--- config.mk ---
export PLATFORM = sky130hd
export DESIGN_NAME = ebo_ctrl
export DESIGN_NICKNAME = d
export VERILOG_FILES = /design/src/ebo_pkg.sv /design/src/ebo_arb.sv /design/src/ebo_ctrl.sv
export SDC_FILE = /design/constraint.sdc
export NUM_CORES = 1
export LEC_CHECK = 0
export BUFFER_PORTS_ARGS = -buffer_cell sky130_fd_sc_hd__buf_2
export CAP_MARGIN = 40
export CORE_MARGIN = 2
export CORE_UTILIZATION = 24
export DETAILED_ROUTE_END_ITERATION = 8
export GPL_ROUTABILITY_DRIVEN = 0
export PLACE_DENSITY = 0.52
export SYNTH_ARGS = -nofsm -noshare
export SYNTH_HDL_FRONTEND = slang
export SYNTH_SLANG_ARGS = --single-unit
--- constraint.sdc ---
create_clock -name mclk -period 7.7 [get_ports mclk]
set_clock_uncertainty 0.2 [all_clocks]
set_input_delay 1.155 -clock mclk [delete_from_list [all_inputs] [get_ports mclk]]
set_output_delay 1.155 -clock mclk [all_outputs]
set_load 0.01 [all_outputs]
--- src/ebo_pkg.sv ---
/*
  Shared constants and carrier types for the external bus ownership block.
  Assumes one 40 MHz system clock and synchronous active-high reset.
*/
// What this block does
// - Suspend low floats address, data, selects and strobes from the next cycle.
// - A local access during suspend stalls and completes only after suspend releases.
// - Host requests the bus low; the master releases it and asserts grant low.
// - On handing the bus to a host, bus outputs are floated.
// - Host request beats every processor bus request.
// - Grant stays low until the host drops its request.
// - Only the current bus master drives host grant; others only monitor it.
// - Ready goes low to add waits to host accesses of memory or registers.
// - Ready is open drain after reset; a config bit makes it actively driven.
// - Ready is driven only while chip select and host request are both low.
// - Index 001 selects line 1, 010 line 2, upward; 000 is single processor.
// - Arbitration select high picks rotating priority, low picks fixed priority.
package ebo_pkg;
  localparam int NPROC = 6;
  localparam logic [2:0] IDX_SINGLE = 3'h0;
  localparam logic [2:0] IDX_MAX = 3'h6;
  localparam logic [2:0] LAST_RST = 3'h0;

  typedef enum logic [2:0] {
    ST_IDLE = 3'b001,
    ST_MASTER = 3'b010,
    ST_HOST = 3'b100
  } ebo_state_t;

  // Pin pair for an open-drain or three-state line.
  typedef struct packed {
    logic o;
    logic oe;
  } ebo_pin_t;

  typedef struct packed {
    logic [NPROC-1:0] o;
    logic [NPROC-1:0] oe;
  } ebo_br_t;
endpackage

--- src/ebo_arb.sv ---
/*
  Distributed multiprocessor arbiter for one processor slot.
  Assumes request lines are active low and sampled synchronously to mclk.
*/
module ebo_arb (
  // Clock and reset
  input wire logic mclk,
  input wire logic srst,
  // Configuration
  input wire logic [2:0] idx,
  input wire logic rotating_priority_select,
  // Request lines, active low, all processors
  input wire logic [ebo_pkg::NPROC-1:0] req_n,
  // Result
  output logic win
);
  logic [2:0] last_q, last_d;
  logic [2:0] winner;

  function automatic logic [2:0] pick(input logic [ebo_pkg::NPROC-1:0] r, input logic [2:0] start);
    logic [2:0] k;
    pick = 3'h0;
    for (int i = ebo_pkg::NPROC - 1; i >= 0; i--) begin
      k = 3'((32'(start) + 32'(i)) % ebo_pkg::NPROC);
      if (!r[k]) begin
        pick = k + 3'h1;
      end
    end
  endfunction

  always_comb begin
    // Fixed order starts at line 1; rotating starts after the previous winner.
    winner = pick(req_n, rotating_priority_select ? last_q : 3'h0);
    last_d = (winner != 3'h0) ? 3'(32'(winner) % ebo_pkg::NPROC) : last_q;
    win = (idx != ebo_pkg::IDX_SINGLE) && (winner == idx);
  end

  always_ff @(posedge mclk) begin
    if (srst) begin
      last_q <= ebo_pkg::LAST_RST;
    end else begin
      last_q <= last_d;
    end
  end
endmodule

--- src/ebo_ctrl.sv ---
/*
  External bus ownership control: host request and grant, suspend, host ready,
  and the multiprocessor request lines.
  Assumes all pins are synchronous to mclk; the pad ring resolves enables.
*/
module ebo_ctrl (
  // Clock and reset
  input wire logic mclk,
  input wire logic srst,
  // Strap and configuration
  input wire logic [2:0] proc_index,
  input wire logic rotating_priority_select,
  input wire logic ready_drive_mode,
  // Host side, active low
  input wire logic host_bus_request_n,
  input wire logic host_cs_n,
  input wire logic host_bus_grant_n_i,
  output ebo_pkg::ebo_pin_t host_bus_grant_n,
  output ebo_pkg::ebo_pin_t host_wait_ready,
  // Suspend, active low
  input wire logic bus_suspend_in_n,
  // Processor request lines
  input wire logic [ebo_pkg::NPROC-1:0] proc_bus_request_n_i,
  output ebo_pkg::ebo_br_t proc_bus_request_n,
  // Core side
  input wire logic ext_req,
  input wire logic host_access_busy,
  output logic ext_done,
  output logic bus_out_en,
  output logic is_master
);
  ebo_pkg::ebo_state_t st_q, st_d;
  logic [2:0] idx_q, idx_d;
  logic rdy_mode_q, rdy_mode_d;
  logic float_q, float_d;
  logic own_req;
  logic win;
  logic [ebo_pkg::NPROC-1:0] req_seen;
  logic [ebo_pkg::NPROC-1:0] own_hot;

  function automatic logic [ebo_pkg::NPROC-1:0] onehot(input logic [2:0] i);
    onehot = '0;
    if (i != ebo_pkg::IDX_SINGLE && i <= ebo_pkg::IDX_MAX) begin
      onehot[i - 3'h1] = 1'b1;
    end
  endfunction

  always_comb begin
    own_hot = onehot(idx_q);
    own_req = ext_req && (st_q != ebo_pkg::ST_MASTER);
    req_seen = proc_bus_request_n_i;
    // Own line is read from what this slot drives, others from the pins.
    for (int i = 0; i < ebo_pkg::NPROC; i++) begin
      if (own_hot[i]) begin
        req_seen[i] = ~own_req;
      end
    end
  end

  ebo_arb u_arb (
    .mclk(mclk),
    .srst(srst),
    .idx(idx_q),
    .rotating_priority_select(rotating_priority_select),
    .req_n(req_seen),
    .win(win)
  );

  always_comb begin
    st_d = st_q;
    idx_d = idx_q;
    rdy_mode_d = rdy_mode_q;
    // Strap is latched only in reset so a glitching pin cannot move ownership; mode is cleared in reset and follows its pin after.
    if (srst) begin
      idx_d = proc_index;
      rdy_mode_d = 1'b0;
    end else begin
      rdy_mode_d = ready_drive_mode;
    end
    case (st_q)
      ebo_pkg::ST_IDLE: begin
        // A grant pad held low by another owner means the host already has the bus.
        if (!host_bus_request_n || !host_bus_grant_n_i) begin
          st_d = ebo_pkg::ST_IDLE;
        end else if (ext_req && (idx_q == ebo_pkg::IDX_SINGLE || win)) begin
          st_d = ebo_pkg::ST_MASTER;
        end
      end
      ebo_pkg::ST_MASTER: begin
        if (!host_bus_request_n) begin
          st_d = ebo_pkg::ST_HOST;
        end else if (!ext_req) begin
          st_d = ebo_pkg::ST_IDLE;
        end
      end
      ebo_pkg::ST_HOST: begin
        if (host_bus_request_n) begin
          st_d = ebo_pkg::ST_IDLE;
        end
      end
      default: begin
        st_d = ebo_pkg::ST_IDLE;
      end
    endcase
    float_d = !bus_suspend_in_n;
  end

  always_ff @(posedge mclk) begin
    if (srst) begin
      st_q <= ebo_pkg::ST_IDLE;
      float_q <= 1'b0;
    end else begin
      st_q <= st_d;
      float_q <= float_d;
    end
    idx_q <= idx_d;
    rdy_mode_q <= rdy_mode_d;
  end

  always_comb begin
    is_master = (st_q == ebo_pkg::ST_MASTER);
    bus_out_en = is_master && !float_q;
    // Suspend holds off completion until the cycle after it is released.
    ext_done = is_master && bus_suspend_in_n && !float_q;
    host_bus_grant_n.o = 1'b0;
    // Only the owner hands the bus over; others leave grant as an input.
    host_bus_grant_n.oe = (st_q == ebo_pkg::ST_HOST);
    proc_bus_request_n.o = '0;
    proc_bus_request_n.oe = own_req ? onehot(idx_q) : '0;
    // Driven only while selected and requesting; low for waits.
    host_wait_ready.o = !host_access_busy;
    host_wait_ready.oe = !host_cs_n && !host_bus_request_n
                         && (host_access_busy || rdy_mode_q);
  end

  property p_grant_hold;
    @(posedge mclk) disable iff (srst)
      (host_bus_grant_n.oe && !host_bus_request_n) |=> host_bus_grant_n.oe;
  endproperty
  a_grant_hold: assert property (p_grant_hold) else $error("grant dropped early");

  property p_float;
    @(posedge mclk) disable iff (srst) !bus_suspend_in_n |=> !bus_out_en;
  endproperty
  a_float: assert property (p_float) else $error("bus driven during suspend");

  property p_stall;
    @(posedge mclk) disable iff (srst) ext_done |-> bus_suspend_in_n;
  endproperty
  a_stall: assert property (p_stall) else $error("access done during suspend");

  property p_release;
    @(posedge mclk) disable iff (srst)
      (is_master && !host_bus_request_n) |=> (!bus_out_en && host_bus_grant_n.oe);
  endproperty
  a_release: assert property (p_release) else $error("bus not released to host");

  property p_nohost_float;
    @(posedge mclk) disable iff (srst) host_bus_grant_n.oe |-> !bus_out_en;
  endproperty
  a_nohost_float: assert property (p_nohost_float) else $error("driving while host owns");

  property p_host_first;
    @(posedge mclk) disable iff (srst)
      ($rose(is_master)) |-> $past(host_bus_request_n);
  endproperty
  a_host_first: assert property (p_host_first) else $error("took bus over host");

  property p_grant_owner;
    @(posedge mclk) disable iff (srst) $rose(host_bus_grant_n.oe) |-> $past(is_master);
  endproperty
  a_grant_owner: assert property (p_grant_owner) else $error("non-master drove grant");

  property p_ready_gate;
    @(posedge mclk) disable iff (srst)
      host_wait_ready.oe |-> (!host_cs_n && !host_bus_request_n);
  endproperty
  a_ready_gate: assert property (p_ready_gate) else $error("ready driven unselected");

  property p_ready_od;
    @(posedge mclk) disable iff (srst)
      (host_wait_ready.oe && !rdy_mode_q) |-> !host_wait_ready.o;
  endproperty
  a_ready_od: assert property (p_ready_od) else $error("ready drove high in open drain");

  property p_wait;
    @(posedge mclk) disable iff (srst)
      (!host_cs_n && !host_bus_request_n && host_access_busy)
        |-> (host_wait_ready.oe && !host_wait_ready.o);
  endproperty
  a_wait: assert property (p_wait) else $error("no wait state");

  property p_own_line;
    @(posedge mclk) disable iff (srst)
      (proc_bus_request_n.oe & ~onehot(idx_q)) == '0;
  endproperty
  a_own_line: assert property (p_own_line) else $error("foreign request line driven");

  property p_grant_end;
    @(posedge mclk) disable iff (srst)
      (host_bus_grant_n.oe && host_bus_request_n) |=> !host_bus_grant_n.oe;
  endproperty
  a_grant_end: assert property (p_grant_end) else $error("grant kept after release");

  property p_idle_hold;
    @(posedge mclk) disable iff (srst)
      (!is_master && !host_bus_request_n) |=> !is_master;
  endproperty
  a_idle_hold: assert property (p_idle_hold) else $error("took bus while host asks");

  property p_ready_drive;
    @(posedge mclk) disable iff (srst)
      (host_wait_ready.oe && rdy_mode_q && !host_access_busy) |-> host_wait_ready.o;
  endproperty
  a_ready_drive: assert property (p_ready_drive) else $error("ready not driven high");

  property p_single;
    @(posedge mclk) disable iff (srst)
      (idx_q == ebo_pkg::IDX_SINGLE) |-> (proc_bus_request_n.oe == '0);
  endproperty
  a_single: assert property (p_single) else $error("request line driven when single");

  c_grant: cover property (@(posedge mclk) disable iff (srst) $rose(host_bus_grant_n.oe));
  c_master: cover property (@(posedge mclk) disable iff (srst) $rose(is_master));
  c_suspend: cover property (@(posedge mclk) disable iff (srst) is_master && !bus_suspend_in_n);
  c_wait: cover property (@(posedge mclk) disable iff (srst) host_wait_ready.oe);
  c_rotate: cover property (@(posedge mclk) disable iff (srst)
    rotating_priority_select && $rose(is_master));
endmodule

# Yosys cells after proc, flatten, opt, wreduce, memory -nomap -nowiden
# Cells that the tools add are included.
# op_classes
add_sub_neg	12
mux	35
eq_ne	8
n_bitwise	1
n_div	7
reduce_logical	23
magnitude_cmp	9
# op_table
cell	count
32-bit by 3-bit modulo with 32-bit output, second input constant	5
3-bit by 3-bit modulo with 32-bit output, second input constant	2
3-bit 2-to-1 mux	12
3-bit by 4-bit less-than comparator with 1-bit output, second input constant	7
3-bit by 1-bit adder with 3-bit output, second input constant	6
1-bit binary-select mux with 3-bit select	6
1-bit 2-to-1 mux	13
6-bit 2-to-1 mux	2
1-bit logical AND	10
3-bit one-hot mux with 3 select lines	1
3-bit by 2-bit adder with 4-bit output, second input constant	2
3-bit by 3-bit adder with 4-bit output, second input constant	2
1-bit logical NOT	6
3-bit inequality test, second input constant	2
3-bit nonzero test	2
3-bit by 1-bit adder with 4-bit output, second input constant	1
1-bit demux with 3-bit select	1
3-bit by 1-bit equality test with 1-bit output, second input constant	1
3-bit by 2-bit equality test with 1-bit output, second input constant	1
3-bit equality test	1
3-bit equality test, second input constant	1
3-bit by 1-bit greater-or-equal comparator with 1-bit output, second input constant	1
3-bit less-or-equal comparator, second input constant	1
3-bit logical NOT	1
other kinds (6)	8
# word_totals
input_bits	19
reg_bits	11
wordCells	100
output_inout_bits	19

# Logic depth before layout (Yosys ltp)
# depth
depth_word	22
depth_mapped	21
ltp_nobuf	18

# By module
# A second synthesis with hierarchy kept.
# hier_totals
hier_cells	253
area_unflattened_um2	2089.5
# modules_own_cells
module	seq_area_each_um2	area_each_um2	cells_per_inst	instances
ebo_arb	60.1	1457.6	179	1
ebo_ctrl	190.2	631.9	74	1

# Least setup slack after synthesis
# Ideal clock, no wire load.
# synth_path
path_type	in2reg
start	in rotating_priority_select
end	reg st_q[0]
setup_ns	0.078
path_buffers	3
required_ns	7.422
t_arrival_ns	5.655
slack_ns	1.768
path_stages	21
path_cell_list	nand2_1 inv_2 clkbuf_1 clkbuf_1 ha_1 clkbuf_1 and3b_1 or2_2 inv_1 ha_1 nor2b_1 o21ai_0 a21oi_1 o221ai_1 ha_1 xor2_1 a2111oi_0 nor3_1 mux2i_1 or4_1 a32oi_1
# synth_via
elab_chain_len	17
elab_cells_between_ends	42
cone_classes	add/sub (11); div (6); eq/ne (2); mux (19); reduce/logical (4)
# synth_lines
item	line	text
from (decl)	ebo_ctrl.sv:12	input wire logic rotating_priority_select,
3-bit 2-to-1 mux (*)	ebo_arb.sv:33	winner = pick(req_n, rotating_priority_select ? last_q : 3'h0);
3-bit by 3-bit adder with 4-bit output	ebo_arb.sv:24	k = 3'((32'(start) + 32'(i)) % ebo_pkg::NPROC);
32-bit by 3-bit modulo with 32-bit output	ebo_arb.sv:24	
1-bit binary-select mux with 3-bit select	ebo_arb.sv:25	if (!r[k]) begin
1-bit 2-to-1 mux (not written as such)	ebo_arb.sv:25	
3-bit 2-to-1 mux (5 in series)	ebo_arb.sv:25	
3-bit 2-to-1 mux (*)	ebo_arb.sv:25	
3-bit equality test (*)	ebo_arb.sv:35	win = (idx != ebo_pkg::IDX_SINGLE) && (winner == idx);
1-bit logical AND (*)	ebo_arb.sv:35	
1-bit logical OR (*)	ebo_ctrl.sv:85	end else if (ext_req && (idx_q == ebo_pkg::IDX_SINGLE || win)) begin
1-bit logical AND (*)	ebo_ctrl.sv:85	
3-bit inequality test (no line) (*)	-	
3-bit AND reduction (no line) (*)	-	
to (signal assigned)	ebo_ctrl.sv:110	st_q <= ebo_pkg::ST_IDLE;
to (signal assigned)	ebo_ctrl.sv:113	st_q <= st_d;
to (decl)	ebo_ctrl.sv:32	ebo_pkg::ebo_state_t st_q, st_d;
# Every way passes the cells marked *; elsewhere a longest branch is shown, timed or not. The select of a mux whose other input is x is not followed.
# A chain may end at the register's enable or synchronous reset.

# Worst setup path after layout
# Same ends and word-level chain as after synthesis.

==> impl.org <==
** Detailed routing
- The count of nets left with antenna violations once routing finished came out at 0.
- Detailed-route vias per instance :: 5.14
- The first detailed-routing pass ran for 4 iterations.
- The first routing iteration left around 180 violations.
- In the routed design, unresolved DRC markers number 0.
- Aggregate routed wire length :: approximately 6300 um
- After detailed routing, the average wire length per cell comes to 13.2 um.
- Detailed routing inserted a total of 2442 vias.

** Cells and area
- Top library cells by usage in the layout, fill and taps aside :: nor2_1 (35), buf_2 (31), nand2_1 (26)
- At the end of the flow the core is filled with cells to 27.1%.
- Synthesis-to-finish area growth :: 10.2%
- The repair_antennas step left the layout with diodes totalling 0.
- With fillers left out, the area of the finished cells amounts to 2510 um^2.
- Cells with a size suffix above 1 make up about an eighth of the layout.
- The library cell used most frequently in the layout, excluding fill and tap cells, is nor2_1.
- Number of nets in the final layout :: 380

** Global routing
- For this run the aggregate overflow at the end of global routing stands at 0.
- The number of global-route vias before repair was 2158.
- Wire length of the first global-routing pass :: 10400 um
- Global Route Usage Sum :: about an eighth
- Antenna violations before repair :: 0
- Maximum number of pins on one net before global-route repair :: 29

** Timing
- Final hold viol count :: 0
- Setup violations remaining at the end of the flow were counted as 0.
- Setup repair after global routing left no endpoint under its margin.
- Worst-Margin Slew :: 0.816 ns
- Worst slew margin :: 45.1%
- Number of max-slew violations in the final report :: 0
- After routing, the total negative slack on setup checks comes to 0 ns.
- The clock period could shrink to roughly 6.1 ns.
- Final worst-path cycle share :: a little under 80%
- Based on the critical path, the design can be clocked at up to around 170 MHz.
- Final hold analysis gives a worst-case slack of just under 0.4 ns.

** Worst setup path
- Critical path's slowest cell :: a2111oi_0
- By startpoint and endpoint, the worst setup path is classified as in -> reg.
- Data arrival at the endpoint of the critical path :: 6.02 ns
- The most numerous cell type found on the critical path is ha_1.
- Ordered cell list for the critical path :: buf_2 -> nand2_1 -> inv_2 -> ha_1 -> a21boi_1 -> or2_2 -> inv_1 -> ha_1 -> nor2b_1 -> o21ai_0 -> a21oi_1 -> o221ai_1 -> ha_1 -> xor2_1 -> a2111oi_0 -> nor3_1 -> mux2i_1 -> or4_1 -> a32oi_1
- Worst Path Required :: ~7.7 ns
- Highest net fanout along the worst path :: 28
- The worst setup path is captured at a flop.
- Crit-path max cell delay :: 0.63 ns
- STA classifies the critical path startpoint as an input port.

** Placed design
- In this run the cell area measured after placement is approximately 2500 um^2.
- The count of buffers added on input and output ports is 30.
- The wire-length estimate of the detail-placed layout is 4830 um.

** Clock network
- Number of clock sinks seen by CTS :: 11
- TritonCTS built the clock tree.
- Num CTS Buffers :: 3
- The longest clock path from root to sink contains 2 buffers.
- Clock tree root buffer cell :: clkbuf_8
- Number of buffers inserted by hold repair at cts :: 0
- The number of setup buffers added after CTS is 0.
- H-tree depth reported by CTS :: 1
- Insertion delay to the later sink of the worst-skew pair :: 0.24 ns
- Number of gates resized after CTS :: 0
- Clock-pin slew was measured on the worst setup and hold paths at about 0.050 ns.

** Min path
- Class of the most critical hold timing path :: reg -> reg

** Logic synthesis
- Mean instance size in the synthesized netlist :: 6.81 um^2
- Number of synthesized flops with an enable pin :: 3
- In the synthesized netlist, the number of instances is 334.
- Post-Syn Area :: 2280 um^2
- Among all flip-flop cells after synthesis, the most frequent one is dfxtp_1.
- Async set or reset register ratio after synthesis :: 0%
- The netlist uses 67 different library cells.
- Yosys reg bits :: 11
- Sequential-to-total area share from yosys stat :: 11.0%
- Yosys printed 0 warnings.

** Floorplanning
- Once the floorplan was initialized, standard cells occupied 24.6% of the core.
- Die height :: 101 um
- Std-Cell Rows :: 35
- Die Width :: 101 um
- The floorplan step defined a die boundary enclosing 10300 um^2.
- Pin placement for this block handled 38 I/O pins.
- The core region is 9240 um^2.

** Power and ir drop
- Total power consumption of the routed design :: 0.000706 W
- The analysis attributes to cell leakage a power of 1.06 nW.
- For this design the ratio of total power to cell area is between 200 and 300 nW/um^2.
- Worst-case vdd ir drop :: 0.107 mV

** Job
- Max_cap viols :: 0

** Outcome
- The flow ran to the end, and the final reports show no timing, DRC or antenna violations.
-- flip-flops by register name (all words and copies together), names as in the netlist --
name	flops
u_arb.last_q	3
rdy_mode_q	1
float_q	1
st_q	3
idx_q	3
-- final cells by class --
class | count | area, um^2
clock buffer | 4 | 45.0
multi-input combinational | 277 | 1810
timing repair buffer | 32 | 163
fill | 1041 | 6730
sequential | 11 | 250
tap | 129 | 161
inverter | 22 | 82.6
-- report_power, final --
part           leakage, nW  switching [W]  internal, W  total (W)
sequential          0.0953      0.0000198    0.0000698  0.0000896
combinational        0.945       0.000331     0.000227   0.000558
clock               0.0228      0.0000219    0.0000364  0.0000583
-- routing by layer --
layer / track usage [%] / up-vias / wire [um]
met2: 21.3 / 48 / 3040
li1: - / 1258 / -
met4: 3.43 / 0 / 59
met3: 0.414 / 4 / 166
met5: 0 / - / 0
met1: 16.5 / 1132 / 3000
-- worst max-delay path: cells and delay by family --
kind	cells	cell delay (ns)
adders and majority gates	3	0.92
muxes	1	0.16
xor gates and xnor gates	1	0.16
buffers and inverters	3	0.60
AOI/OAI and AO/OA	6	1.74
and+or+nand+nor	5	1.28
-- final timing paths --
kind / start / to / slack [ns] / cells after the start
max: rotating_priority_select / st_q[0] / 1.65 / 19
max reg2reg: idx_q[0] / st_q[0] / 2.35 / 13
min reg2reg: u_arb.last_q[0] / u_arb.last_q[0] / 0.39 / 2
min: u_arb.last_q[0] / u_arb.last_q[0] / 0.39 / 2
-- cells in the mapped netlist (3+ instances only) --
master / instances / share of area (%)
a31oi_1: 6 / 1.6
o22ai_1: 9 / 2.5
o31a_1: 3 / 1.2
xnor2_1: 3 / 1.2
xor2_1: 6 / 2.3
nor2b_1: 6 / 1.6
buf_4: 8 / 2.6
and2_1: 4 / 1.1
dfxtp_1: 8 / 7.0
or3_1: 4 / 1.1
nor3_1: 13 / 2.9
a2111oi_0: 3 / 1.2
nor3b_1: 4 / 1.3
nor2_1: 35 / 5.8
and3_1: 4 / 1.1
a2bb2oi_1: 3 / 1.2
nand3b_1: 3 / 0.99
ha_1: 14 / 7.7
o211ai_1: 3 / 0.99
nand2_1: 26 / 4.3
clkbuf_1: 17 / 2.8
a311oi_1: 3 / 1.2
nand3_1: 9 / 2.0
a21o_1: 5 / 1.6
and3b_1: 3 / 1.2
o21ai_0: 16 / 3.5
or2_2: 5 / 1.4
inv_1: 19 / 3.1
nand2b_1: 6 / 1.6
a21oi_1: 13 / 2.9
nor4_1: 4 / 1.1
a211oi_1: 14 / 4.6
edfxtp_1: 3 / 4.0
a211o_1: 5 / 1.9
-- cells by family (layout without fill, tap and decap cells) --
logic type                 after synthesis  after routing  synth area share [%]
AOI/OAI and AO/OA                      108            108                  35.0
xor gates and xnor gates                 9              9                  3.46
adders and majority gates               14             14                  7.70
buffers and inverters                   52             58                  10.7
DFF                                     11             11                  11.0
muxes                                    2              2                 0.880
other                                    1              7                 0.165
and+or+nand+nor                        137            137                  31.2
-- per-stage QoR --
stage,cells,worst slack (ns)
2_1_floorplan,340,1.77
3_3_place_gp,470,1.49
3_5_place_dp,471,1.42
4_1_cts,475,1.64
5_1_grt,475,1.24
6_report,475,1.65
Power figures use the tool's default switching activity.
